## config.mk

```make
export PLATFORM = sky130hd
export DESIGN_NAME = timer16_waveform_mode_control
export DESIGN_NICKNAME = d
export VERILOG_FILES = /design/src/rtl/timer16_waveform_mode_control.v
export VERILOG_INCLUDE_DIRS = /design/src /design/src/rtl
export SDC_FILE = /design/constraint.sdc
export NUM_CORES = 1
export LEC_CHECK = 0
export BUFFER_PORTS_ARGS = -buffer_cell sky130_fd_sc_hd__buf_2
export CAP_MARGIN = 20
export CORE_ASPECT_RATIO = 0.7
export CORE_MARGIN = 2
export CORE_UTILIZATION = 35
export DETAILED_ROUTE_END_ITERATION = 10
export GPL_ROUTABILITY_DRIVEN = 1
export SLEW_MARGIN = 5
export SYNTH_ARGS = -nofsm -noshare
export SYNTH_HDL_FRONTEND = slang
export SYNTH_SLANG_ARGS = --single-unit
```

## constraint.sdc

```tcl
create_clock -name clk -period 3.02 [get_ports clk]
set_input_delay 0.302 -clock clk [delete_from_list [all_inputs] [get_ports clk]]
set_output_delay 0.302 -clock clk [all_outputs]
set_load 0.01 [all_outputs]
```

## src/rtl/timer16_defines.vh

```
// register map, field positions, reset values and mode codes
// for the 16-bit timer waveform control block; definitions only
`ifndef TIMER16_DEFINES_VH
`define TIMER16_DEFINES_VH

`define ADDR_CTRL_A 8'h80
`define ADDR_CTRL_B 8'h81
`define ADDR_COUNT 8'h84
`define ADDR_CAPTURE 8'h86
`define ADDR_CMP_A 8'h88
`define ADDR_CMP_B 8'h8A
`define ADDR_INT_STAT 8'h8C
`define ADDR_INT_MASK 8'h8D
`define ADDR_RUN 8'h8E

`define CTRL_A_RESET 8'h00
`define CTRL_B_RESET 8'h00
`define WORD_RESET 16'h0000
`define INT_RESET 4'h0

`define COM_A_MSB 7
`define COM_A_LSB 6
`define COM_B_MSB 5
`define COM_B_LSB 4
`define WGM_LO_MSB 1
`define WGM_LO_LSB 0
`define WGM_HI_MSB 4
`define WGM_HI_LSB 3
`define RUN_BIT 0

`define INT_OVF 0
`define INT_MATCH_A 1
`define INT_MATCH_B 2
`define INT_TOP 3

`define TOP_MAX 16'hFFFF
`define TOP_8BIT 16'h00FF
`define TOP_9BIT 16'h01FF
`define TOP_10BIT 16'h03FF
`define BOTTOM 16'h0000

`define MODE_NORMAL 4'h0
`define MODE_PC8 4'h1
`define MODE_PC9 4'h2
`define MODE_PC10 4'h3
`define MODE_CTC_CMP 4'h4
`define MODE_FAST8 4'h5
`define MODE_FAST9 4'h6
`define MODE_FAST10 4'h7
`define MODE_PFC_CAP 4'h8
`define MODE_PFC_CMP 4'h9
`define MODE_PC_CAP 4'hA
`define MODE_PC_CMP 4'hB
`define MODE_CTC_CAP 4'hC
`define MODE_RESERVED 4'hD
`define MODE_FAST_CAP 4'hE
`define MODE_FAST_CMP 4'hF

`endif

```

## src/rtl/timer16_waveform_mode_control.v

```verilog
// 16-bit timer: waveform mode control, counter, compare outputs
// assumes a single-cycle register port and synchronous pin inputs
//
// Overview of operation
// - channel A output mode 10/11, or 01 where A may toggle, puts compare output A on its pin
// - channel B output mode 10/11, or 01 in non-PWM modes, puts compare output B on its pin
// - pin driver enabled only by the pin's data direction bit
// - non-PWM: 00 off, 01 toggle, 10 clear, 11 set on match
// - fast PWM code 01 toggles A only in modes 14/15; B stays off
// - fast PWM: 10 clears on match, sets at TOP; 11 the reverse
// - fast PWM 10/11: match at TOP ignored, TOP action still done; 01 toggles on a match at TOP
// - dual-slope code 01 toggles A only in modes 8 to 11
// - dual-slope: 10 clears on up match, sets on down; 11 reverse
// - control A bits 3:2 read zero, writes ignored
// - two low mode bits plus two high bits form the 4-bit mode
// - modes 0, 4, 12: normal/clear-on-match, immediate, flag at MAX
// - modes 1-3 phase correct 8/9/10-bit, reload TOP, flag BOTTOM
// - modes 8,9 reload and flag BOTTOM; 10,11 reload TOP
// - modes 5-7, 14, 15 fast PWM, reload and flag at TOP
// - upper mode bits sit at control B bits 4:3
`timescale 1ns/1ps
`include "timer16_defines.vh"

module timer16_waveform_mode_control (
    input wire clk,
    input wire nrst,
    input wire [7:0] addr,
    input wire [15:0] wdata,
    input wire wr_en,
    input wire rd_en,
    output reg [15:0] rdata,
    input wire dir_a,
    input wire dir_b,
    input wire port_a_out,
    input wire port_b_out,
    output wire pin_a_out,
    output wire pin_a_oe,
    output wire pin_b_out,
    output wire pin_b_oe,
    output reg compare_out_a,
    output reg compare_out_b,
    output wire irq
);

localparam CLS_NONPWM = 2'b00;
localparam CLS_FAST = 2'b01;
localparam CLS_DUAL = 2'b10;

// registers
reg [1:0] chan_a_output_mode;
reg [1:0] chan_b_output_mode;
reg [1:0] wgm_lo_reg;
reg [1:0] wgm_hi_reg;
reg run_reg;
reg [15:0] counter_value;
reg count_up_reg;
reg block_reg;
reg [15:0] compare_value_a;
reg [15:0] compare_value_b;
reg [15:0] cmp_buf_a_reg;
reg [15:0] cmp_buf_b_reg;
reg [15:0] capture_value;
reg [3:0] int_stat_reg;
reg [3:0] int_mask_reg;

wire [3:0] waveform_mode_sel;
wire [1:0] cls;
wire [15:0] top;
wire at_top;
wire at_bottom;
wire top_evt;
wire bottom_evt;
wire max_evt;
wire overflow_flag;
wire reload;
wire up_eff;
wire match_a;
wire match_b;
wire allow_a;
wire allow_b;
wire conn_a;
wire conn_b;
wire wr_ctrl_a;
wire wr_ctrl_b;
wire wr_count;
wire wr_cmp_a;
wire wr_cmp_b;
wire [3:0] int_evt;

// mode code to counting class
function [1:0] mode_class;
    input [3:0] m;
    begin
        case (m)
            `MODE_FAST8, `MODE_FAST9, `MODE_FAST10,
            `MODE_FAST_CAP, `MODE_FAST_CMP:
                mode_class = CLS_FAST;
            `MODE_PC8, `MODE_PC9, `MODE_PC10,
            `MODE_PFC_CAP, `MODE_PFC_CMP,
            `MODE_PC_CAP, `MODE_PC_CMP:
                mode_class = CLS_DUAL;
            default:
                mode_class = CLS_NONPWM;
        endcase
    end
endfunction

// TOP value selected by the mode
function [15:0] mode_top;
    input [3:0] m;
    input [15:0] cmp_a;
    input [15:0] cap;
    begin
        case (m)
            `MODE_PC8, `MODE_FAST8:
                mode_top = `TOP_8BIT;
            `MODE_PC9, `MODE_FAST9:
                mode_top = `TOP_9BIT;
            `MODE_PC10, `MODE_FAST10:
                mode_top = `TOP_10BIT;
            `MODE_CTC_CMP, `MODE_PFC_CMP,
            `MODE_PC_CMP, `MODE_FAST_CMP:
                mode_top = cmp_a;
            `MODE_CTC_CAP, `MODE_PFC_CAP,
            `MODE_PC_CAP, `MODE_FAST_CAP:
                mode_top = cap;
            default:
                mode_top = `TOP_MAX;
        endcase
    end
endfunction

// whether code 01 may toggle this channel in this mode
function toggle_ok;
    input [3:0] m;
    input [1:0] c;
    input is_a;
    begin
        case (c)
            CLS_NONPWM:
                toggle_ok = 1'b1;
            CLS_FAST:
                toggle_ok = is_a && (m == `MODE_FAST_CAP ||
                    m == `MODE_FAST_CMP);
            CLS_DUAL:
                toggle_ok = is_a && (m >= `MODE_PFC_CAP &&
                    m <= `MODE_PC_CMP);
            default:
                toggle_ok = 1'b0;
        endcase
    end
endfunction

// next compare output level
function oc_next;
    input [1:0] com;
    input [1:0] c;
    input allow;
    input match;
    input top_hit;
    input up;
    input cur;
    begin
        oc_next = cur;
        case (c)
            CLS_NONPWM: begin
                if (match) begin
                    case (com)
                        2'b01: oc_next = ~cur;
                        2'b10: oc_next = 1'b0;
                        2'b11: oc_next = 1'b1;
                        default: oc_next = cur;
                    endcase
                end
            end
            CLS_FAST: begin
                if (com[1]) begin
                    if (top_hit)
                        oc_next = ~com[0];
                    else if (match)
                        oc_next = com[0];
                end else if (com[0] && allow && match) begin
                    oc_next = ~cur;
                end
            end
            CLS_DUAL: begin
                if (com[1]) begin
                    if (match)
                        oc_next = up ? com[0] : ~com[0];
                end else if (com[0] && allow && match) begin
                    oc_next = ~cur;
                end
            end
            default:
                oc_next = cur;
        endcase
    end
endfunction

assign waveform_mode_sel = {wgm_hi_reg, wgm_lo_reg};
assign cls = mode_class(waveform_mode_sel);
assign top = mode_top(waveform_mode_sel, compare_value_a,
    capture_value);

assign at_top = (counter_value == top);
assign at_bottom = (counter_value == `BOTTOM);
assign top_evt = run_reg && at_top;
assign bottom_evt = run_reg && at_bottom && !count_up_reg;
assign max_evt = run_reg && (counter_value == `TOP_MAX);

// dual slope: a match at TOP counts as falling, at BOTTOM as rising
assign up_eff = at_top ? 1'b0 : (at_bottom ? 1'b1 : count_up_reg);

assign match_a = run_reg && !block_reg &&
    (counter_value == compare_value_a);
assign match_b = run_reg && !block_reg &&
    (counter_value == compare_value_b);

// overflow event point per mode class
assign overflow_flag = (cls == CLS_NONPWM) ? max_evt :
    (cls == CLS_FAST) ? top_evt :
    bottom_evt;

// double-buffer reload point
assign reload = (cls == CLS_FAST) ? top_evt :
    (cls == CLS_DUAL && (waveform_mode_sel == `MODE_PFC_CAP ||
    waveform_mode_sel == `MODE_PFC_CMP)) ? bottom_evt :
    (cls == CLS_DUAL) ? top_evt :
    1'b0;

assign allow_a = toggle_ok(waveform_mode_sel, cls, 1'b1);
assign allow_b = toggle_ok(waveform_mode_sel, cls, 1'b0);

// pin takeover
assign conn_a = chan_a_output_mode[1] ||
    (chan_a_output_mode[0] && allow_a);
assign conn_b = chan_b_output_mode[1] ||
    (chan_b_output_mode[0] && allow_b);
assign pin_a_out = conn_a ? compare_out_a : port_a_out;
assign pin_b_out = conn_b ? compare_out_b : port_b_out;
assign pin_a_oe = dir_a;
assign pin_b_oe = dir_b;

assign wr_ctrl_a = wr_en && (addr == `ADDR_CTRL_A);
assign wr_ctrl_b = wr_en && (addr == `ADDR_CTRL_B);
assign wr_count = wr_en && (addr == `ADDR_COUNT);
assign wr_cmp_a = wr_en && (addr == `ADDR_CMP_A);
assign wr_cmp_b = wr_en && (addr == `ADDR_CMP_B);

assign int_evt = {top_evt, match_b, match_a, overflow_flag};
assign irq = |(int_stat_reg & int_mask_reg);

// control registers
always @(posedge clk or negedge nrst) begin
    if (!nrst) begin
        chan_a_output_mode <= 2'h0;
        chan_b_output_mode <= 2'h0;
        wgm_lo_reg <= 2'h0;
        wgm_hi_reg <= 2'h0;
        run_reg <= 1'b0;
        capture_value <= `WORD_RESET;
        int_mask_reg <= `INT_RESET;
    end else begin
        if (wr_ctrl_a) begin
            chan_a_output_mode <= wdata[`COM_A_MSB:`COM_A_LSB];
            chan_b_output_mode <= wdata[`COM_B_MSB:`COM_B_LSB];
            wgm_lo_reg <= wdata[`WGM_LO_MSB:`WGM_LO_LSB];
        end
        if (wr_ctrl_b)
            wgm_hi_reg <= wdata[`WGM_HI_MSB:`WGM_HI_LSB];
        if (wr_en && addr == `ADDR_RUN)
            run_reg <= wdata[`RUN_BIT];
        if (wr_en && addr == `ADDR_CAPTURE)
            capture_value <= wdata;
        if (wr_en && addr == `ADDR_INT_MASK)
            int_mask_reg <= wdata[3:0];
    end
end

// interrupt status: set wins over write-one-to-clear
always @(posedge clk or negedge nrst) begin
    if (!nrst) begin
        int_stat_reg <= `INT_RESET;
    end else begin
        if (wr_en && addr == `ADDR_INT_STAT)
            int_stat_reg <= (int_stat_reg & ~wdata[3:0]) | int_evt;
        else
            int_stat_reg <= int_stat_reg | int_evt;
    end
end

// compare registers and their buffers
always @(posedge clk or negedge nrst) begin
    if (!nrst) begin
        compare_value_a <= `WORD_RESET;
        compare_value_b <= `WORD_RESET;
        cmp_buf_a_reg <= `WORD_RESET;
        cmp_buf_b_reg <= `WORD_RESET;
    end else begin
        if (wr_cmp_a)
            cmp_buf_a_reg <= wdata;
        if (wr_cmp_b)
            cmp_buf_b_reg <= wdata;
        if (cls == CLS_NONPWM) begin
            if (wr_cmp_a)
                compare_value_a <= wdata;
            if (wr_cmp_b)
                compare_value_b <= wdata;
        end else if (reload) begin
            compare_value_a <= cmp_buf_a_reg;
            compare_value_b <= cmp_buf_b_reg;
        end
    end
end

// counter: single slope wraps at TOP, dual slope turns at the ends
always @(posedge clk or negedge nrst) begin
    if (!nrst) begin
        counter_value <= `WORD_RESET;
        count_up_reg <= 1'b1;
        block_reg <= 1'b0;
    end else begin
        block_reg <= wr_count;
        if (wr_count) begin
            counter_value <= wdata;
        end else if (run_reg) begin
            if (cls == CLS_DUAL) begin
                if (count_up_reg) begin
                    if (at_top) begin
                        count_up_reg <= 1'b0;
                        counter_value <= counter_value - 16'h0001;
                    end else begin
                        counter_value <= counter_value + 16'h0001;
                    end
                end else begin
                    if (at_bottom) begin
                        count_up_reg <= 1'b1;
                        counter_value <= counter_value + 16'h0001;
                    end else begin
                        counter_value <= counter_value - 16'h0001;
                    end
                end
            end else begin
                count_up_reg <= 1'b1;
                if (at_top)
                    counter_value <= `BOTTOM;
                else
                    counter_value <= counter_value + 16'h0001;
            end
        end
    end
end

// compare output levels
always @(posedge clk or negedge nrst) begin
    if (!nrst) begin
        compare_out_a <= 1'b0;
        compare_out_b <= 1'b0;
    end else begin
        // TOP action outranks a match at TOP
        compare_out_a <= oc_next(chan_a_output_mode, cls, allow_a,
            match_a, top_evt, up_eff,
            compare_out_a);
        compare_out_b <= oc_next(chan_b_output_mode, cls, allow_b,
            match_b, top_evt, up_eff,
            compare_out_b);
    end
end

// read port: data only in the cycle after the strobe
always @(posedge clk or negedge nrst) begin
    if (!nrst) begin
        rdata <= `WORD_RESET;
    end else if (rd_en) begin
        case (addr)
            `ADDR_CTRL_A:
                rdata <= {8'h00, chan_a_output_mode,
                    chan_b_output_mode, 2'b00, wgm_lo_reg};
            `ADDR_CTRL_B:
                rdata <= {11'h000, wgm_hi_reg, 3'b000};
            `ADDR_COUNT:
                rdata <= counter_value;
            `ADDR_CAPTURE:
                rdata <= capture_value;
            `ADDR_CMP_A:
                rdata <= cmp_buf_a_reg;
            `ADDR_CMP_B:
                rdata <= cmp_buf_b_reg;
            `ADDR_INT_STAT:
                rdata <= {12'h000, int_stat_reg};
            `ADDR_INT_MASK:
                rdata <= {12'h000, int_mask_reg};
            `ADDR_RUN:
                rdata <= {15'h0000, run_reg};
            default:
                rdata <= `WORD_RESET;
        endcase
    end else begin
        rdata <= `WORD_RESET;
    end
end

endmodule

```

# After elaboration in Yosys (flattened, before gate mapping)
# Memories as Yosys holds them, arrays and structs flattened.
# Index checks and enable logic that the tools add are counted.
# word_totals
rom_bits	32
memories	1
latchBits	0
out_inout_bits	23
ff_bits	133
ram_bits	0
in_bits	32
word_cells	174
# op_classes
mux	52
magnitude_cmp	2
div_mod_pow	0
addsub	2
bitwise_logic	10
n_eq_ne	45
multipliers	0
shift	0
n_reduce_logical	44
# mem_list
memory	words	word_bits	read_ports	rd_ports_with_merged_regs	write_ports	line_no	text
(no name shown)	16	2	1	0	0	timer16_waveform_mode_control.v:94	case (m)
# ops
op	count
16-bit two-way mux	14
16-bit one-hot mux with 9 select lines	1
16-bit one-hot mux with 5 select lines	1
8-bit == test, second input constant	9
16-bit == test	3
1-bit two-way mux	30
4-bit == test, second input constant	7
1-bit logical AND	22
16-bit by 1-bit adder with 16-bit output, second input constant	1
16-bit == test, second input constant	1
4-bit by 3-bit == test with 1-bit output, second input constant	4
16-bit logical NOT	1
16-bit by 1-bit subtractor with 16-bit output, second input constant	1
1-bit one-hot mux with 3 select lines	5
4-bit OR reduction	3
2-bit == test, second input constant	5
5-bit AND reduction	2
4-bit AND	2
4-bit by 2-bit == test with 1-bit output, second input constant	2
2-bit inequality test, second input constant	4
4-bit by 1-bit inequality test with 1-bit output, second input constant	2
4-bit inequality test, second input constant	2
4-bit bitwise OR	2
2-bit by 1-bit == test with 1-bit output, second input constant	3
14 further kinds	28

# Logic depth before layout (Yosys ltp)
# logic_depth
ltp_word	10
depth_mapped	16
depth_no_buf	14

# Worst setup path before layout
# No wires, ideal clock.
# synth_timing
path_kind	register to register
from	register wgm_hi_reg[1]
to	register compare_value_a[10]
slack_ns	-0.214
stages_incl_launch_ff	14
t_arrival_ns	3.109
path_cell_list	dfrtp_1 -> clkbuf_1 -> buf_2 -> nor2_1 -> o21ai_0 -> ha_1 -> clkbuf_1 -> clkinv_1 -> nor3_2 -> a21oi_1 -> o21a_2 -> a21oi_4 -> buf_12 -> mux2_4
# synth_via
elab_chain_cells	10
# synth_lines
element	line_no	text
start, declared	timer16_waveform_mode_control.v:53	reg [1:0] wgm_hi_reg;
start signal, assigned	timer16_waveform_mode_control.v:270	wgm_hi_reg <= wdata[`WGM_HI_MSB:`WGM_HI_LSB];
4-bit == test (tied with other cells)	timer16_waveform_mode_control.v:114	case (m)
4-bit OR reduction / 2-bit OR reduction (equally long branches)	timer16_waveform_mode_control.v:114	
16-bit one-hot mux with 5 select lines	timer16_waveform_mode_control.v:114	
16-bit == test	timer16_waveform_mode_control.v:205	assign at_top = (counter_value == top);
1-bit logical AND	timer16_waveform_mode_control.v:207	assign top_evt = run_reg && at_top;
1-bit two-way mux	timer16_waveform_mode_control.v:228	(cls == CLS_DUAL) ? top_evt :
1-bit two-way mux	timer16_waveform_mode_control.v:226	(cls == CLS_DUAL && (waveform_mode_sel == `MODE_PFC_CAP ||
1-bit two-way mux	timer16_waveform_mode_control.v:225	assign reload = (cls == CLS_FAST) ? top_evt :
2-bit nonzero test (no source line)	--	
2-bit AND reduction (no source line)	--	
end signal, assigned	timer16_waveform_mode_control.v:295	compare_value_a <= `WORD_RESET;
end signal, assigned	timer16_waveform_mode_control.v:306	compare_value_a <= wdata;
end signal, assigned	timer16_waveform_mode_control.v:310	compare_value_a <= cmp_buf_a_reg;
end, declared	timer16_waveform_mode_control.v:58	reg [15:0] compare_value_a;
# Several ways; a longest one is shown, not always the timed one.
# A chain may end at the register's enable or synchronous reset.

# Worst setup path after layout
# layout_timing
from	register wgm_hi_reg[0]
to	register counter_value[1]
# layout_via
elab_chain_cells	9
# layout_lines
element	line_no	text
4-bit == test (tied with other cells)	timer16_waveform_mode_control.v:114	
4-bit OR reduction / 2-bit OR reduction (equally long branches)	timer16_waveform_mode_control.v:114	
16-bit one-hot mux with 5 select lines	timer16_waveform_mode_control.v:114	
16-bit == test	timer16_waveform_mode_control.v:205	
16-bit two-way mux	timer16_waveform_mode_control.v:329	if (at_top) begin
16-bit two-way mux	timer16_waveform_mode_control.v:328	if (count_up_reg) begin
16-bit two-way mux (*)	timer16_waveform_mode_control.v:327	if (cls == CLS_DUAL) begin
16-bit two-way mux (*)	timer16_waveform_mode_control.v:326	end else if (run_reg) begin
16-bit two-way mux (*)	timer16_waveform_mode_control.v:324	if (wr_count) begin
end signal, assigned	timer16_waveform_mode_control.v:325	counter_value <= wdata;
end signal, assigned	timer16_waveform_mode_control.v:331	counter_value <= counter_value - 16'h0001;
end signal, assigned	timer16_waveform_mode_control.v:333	counter_value <= counter_value + 16'h0001;
end, declared	timer16_waveform_mode_control.v:55	reg [15:0] counter_value;
# Every way passes the cells marked *; elsewhere a longest branch is shown, timed or not. The select of a mux whose other input is x is not followed.

==> qor.csv <==
stage;metric;value;unit
setup_path;Crit. End Element;register;
grt;All-Layer GR Usage;25.0;%
clock_network;Reg clk slew, reported paths;0.06;ns
grt;total gr overflow;0;
logic_synthesis;Syn Inst Count;964;
floorplanning;num rows;48;
pwr;Power Density;706;nW/um^2
clock_network;TritonCTS clock tree;yes;
setup_path;CP startpoint;wgm_hi_reg[0]$_DFFE_PN0P_;
floorplanning;Die X;193;um
routing;remaining antenna violation count;0;
floorplanning;core area;24600;sq um
finish;antenna cells;0;
grt;first-pass GRT wire length;48600;um
sta;Setup-failing EPs final;41;
sta;relative slew slack;39.4;%
routing;final WL;32000;um
placement;Placed Cells;1378;
logic_synthesis;share of flip-flops with an asynchronous set or reset;100;%
sta;Hold Violations, Final;0;
sta;fin. max-slew vios;0;
finish;fillcell total;2441;
logic_synthesis;Post-synth EDFFs;0;
finish;area grow syn2layout;27.5;%
sta;Setup TNS;-2.06;ns
clock_network;CTS sink cnt;133;
grt;vias in the first global route;7948;
placement;I/O Buffers;50;
placement;routability cong.;0.927;
floorplanning;I/O Pins;55;
grt;initial antenna violation count;1;
setup_path;critical-path maximum fanout;12;
sta;clock skew;0.00973;ns
routing;Initial DRC Count;996;
sta;unrepaired setup endpoints after global routing;true;
worst_hold_path;worst hold path depth;3;
sta;fin crit period;3.09;ns
finish;most frequent cells in the layout;dfrtp_1 (131), buf_4 (116), nand2_1 (91), o21ai_0 (72), inv_1 (54);
logic_synthesis;sequential element share of the synthesized area;38.0;%
pwr;worst vdd ir;0.356;mV
routing;DRC violations left;0;
sta;Final Cycle Share;102;%
clock_network;clk buf depth;2;
routing;drt via density;5.79;
logic_synthesis;mapped cell area;8750;sq um
finish;share of cells above drive strength 1;33.4;%
finish;most common cell after layout, fill and taps aside;dfrtp_1;
pwr;Pleak;4.76;nW
pwr;Final Power;0.00788;W
worst_hold_path;min-delay worst type;primary input to register;
grt;largest net degree at the start of global routing;82;
floorplanning;initial core utilization;35.6;%
run_status;status;finished with violations;
clock_network;worst-skew pair later-pin latency;0.43;ns
routing;vias;8304;
routing;Avg WL per Cell;22.4;um
logic_synthesis;Mapped Avg Cell Area;9.08;sq um
setup_path;R2R Path Start;wgm_hi_reg[0]$_DFFE_PN0P_;
run_status;failing checks;setup timing;
logic_synthesis;top_reg_cell synth;dfrtp_1;
setup_path;WP data required;3.37;ns
clock_network;CTS Buf Count;17;
logic_synthesis;post-synthesis net count;1005;
setup_path;Worst Setup Start Kind;register;
placement;hpwl dp;23400;um
logic_synthesis;number of synthesized register bits;133;
floorplanning;Die Ht;136;um
sta;Peak Freq;324;MHz
finish;Non-Filler Instances;1433;
routing;drt pass-1 iters;5;
job;Max Cap Viol;0;
placement;pre-CTS WS;-0.0959;ns
logic_synthesis;Yosys cell types;81;
worst_hold_path;min-delay src;wdata[10];
setup_path;arrival time worst endpoint;3.44;ns
clock_network;CTS Root Cell;clkbuf_16;
setup_path;Worst Setup Path Type;register to register;
logic_synthesis;Synth Warn #;0;
setup_path;R2R cell count;10;
sta;worst hold margin;0.173;ns
clock_network;htree depth;4;
sta;Worst Tran Pin Value;0.907;ns
floorplanning;die footprint;26300;sq um
finish;layout net count;1136;
sta;fin worst setup slack;-0.0683;ns
## stage by stage
stage | area, sq um | utilization (%)
final | 11200 | 45.3
after global routing | 11200 | 45.3
after CTS | 10900 | 44.4
after detailed placement | 9970 | 40.5
after global placement | 9970 | 40.5
after floorplan | 8780 | -
## critical path: stages, from the launching register on
cell and delay, ns:
dfrtp_1 0.44, buf_6 0.20, or4b_4 0.49, a21oi_4 0.15, mux2_4 0.18, nand4b_4 0.11
or4_4 0.60, o31ai_1 0.27, nor2_1 0.07, o311a_1 0.37, o21ai_1 0.13
## cell usage after synthesis, types with 4 or more instances
master,n,area [sq um]
nand2_1,92,345
nand4_1,14,87.6
nor2_1,42,158
a21oi_1,51,255
or3_1,13,81.3
nor3b_1,5,37.5
inv_1,55,206
nand3_1,20,100
buf_2,9,45.0
or2_2,4,25.0
nand2b_1,15,93.8
and3_1,9,56.3
buf_1,4,15.0
o21bai_1,6,45.0
a22oi_1,31,233
o21a_1,6,45.0
xnor2_1,17,149
nor4b_1,6,52.6
o211ai_1,9,67.6
a221o_1,7,70.1
xor2_1,20,175
clkbuf_1,52,195
o21ai_0,83,415
nor3_1,20,100
nor2b_1,6,37.5
a211oi_1,9,67.6
o22ai_1,4,25.0
mux2_4,21,315
mux2_2,58,653
dfrtp_1,132,3300
ha_1,9,113
a222oi_1,6,60.1
o31ai_1,19,143
nor4_1,8,50.1
a31oi_1,18,113
o311a_1,5,50.1
## power breakdown
part           leakage, nW  total (W)  internal [W]  switching, W
sequential            1.64    0.00265       0.00215      0.000500
combinational         2.84    0.00309       0.00144       0.00165
clock                0.278    0.00214       0.00125      0.000887
total                 4.76    0.00788       0.00485       0.00303
## cell type report
type,instances,area (sq um),share of cell area (%)
Sequential cell,133,3330,29.8
Inverter,59,228,2.04
Clock buffer,20,447,4.00
Timing Repair Buffer,183,1330,11.9
Multi-Input combinational cell,701,5280,47.3
Clock inverter,12,144,1.29
Tap cell,325,407,3.64
## cells by family after synthesis
kind of cell	synth area share [%]
flip-flops	38.0
buffers and inverters	6.29
AND/OR/NAND/NOR	17.1
multiplexers	11.4
adder cells (fa/ha/maj)	1.29
AO/OA/AOI/OAI	22.2
XOR/XNOR	3.70
## timing repair
action	in CTS	in global routing
gates cloned	2	0
endpoints found under the setup margin	42	52
pin swaps	23	35
hold endpoints to repair	46	0
gates resized for setup	57	53
buffers inserted	14	9
hold buffers	1	0
## per-layer routing
| layer | track usage [%] | wire length, um |
|---|---|---|
| met2 | 34.2 | 12900 |
| met1 | 38.6 | 15700 |
| met4 | 5.51 | 468 |
| met5 | 0 | 0 |
| met3 | 6.66 | 2940 |
## final timing paths
| check | endpoint | slack (ns) |
|---|---|---|
| min reg2reg | int_stat_reg[2]$_DFF_PN0_ | 0.51 |
| min in group asynchronous | compare_out_b$_DFFE_PN0P_ | 0.47 |
| max in group asynchronous | compare_value_a[12]$_DFFE_PN0P_ | 1.69 |
| max | counter_value[1]$_DFFE_PN0P_ | -0.07 |
| min | cmp_buf_b_reg[10]$_DFFE_PN0P_ | 0.17 |
| max reg2reg | counter_value[1]$_DFFE_PN0P_ | -0.07 |
Note: power is estimated with default switching activity, not from simulation.
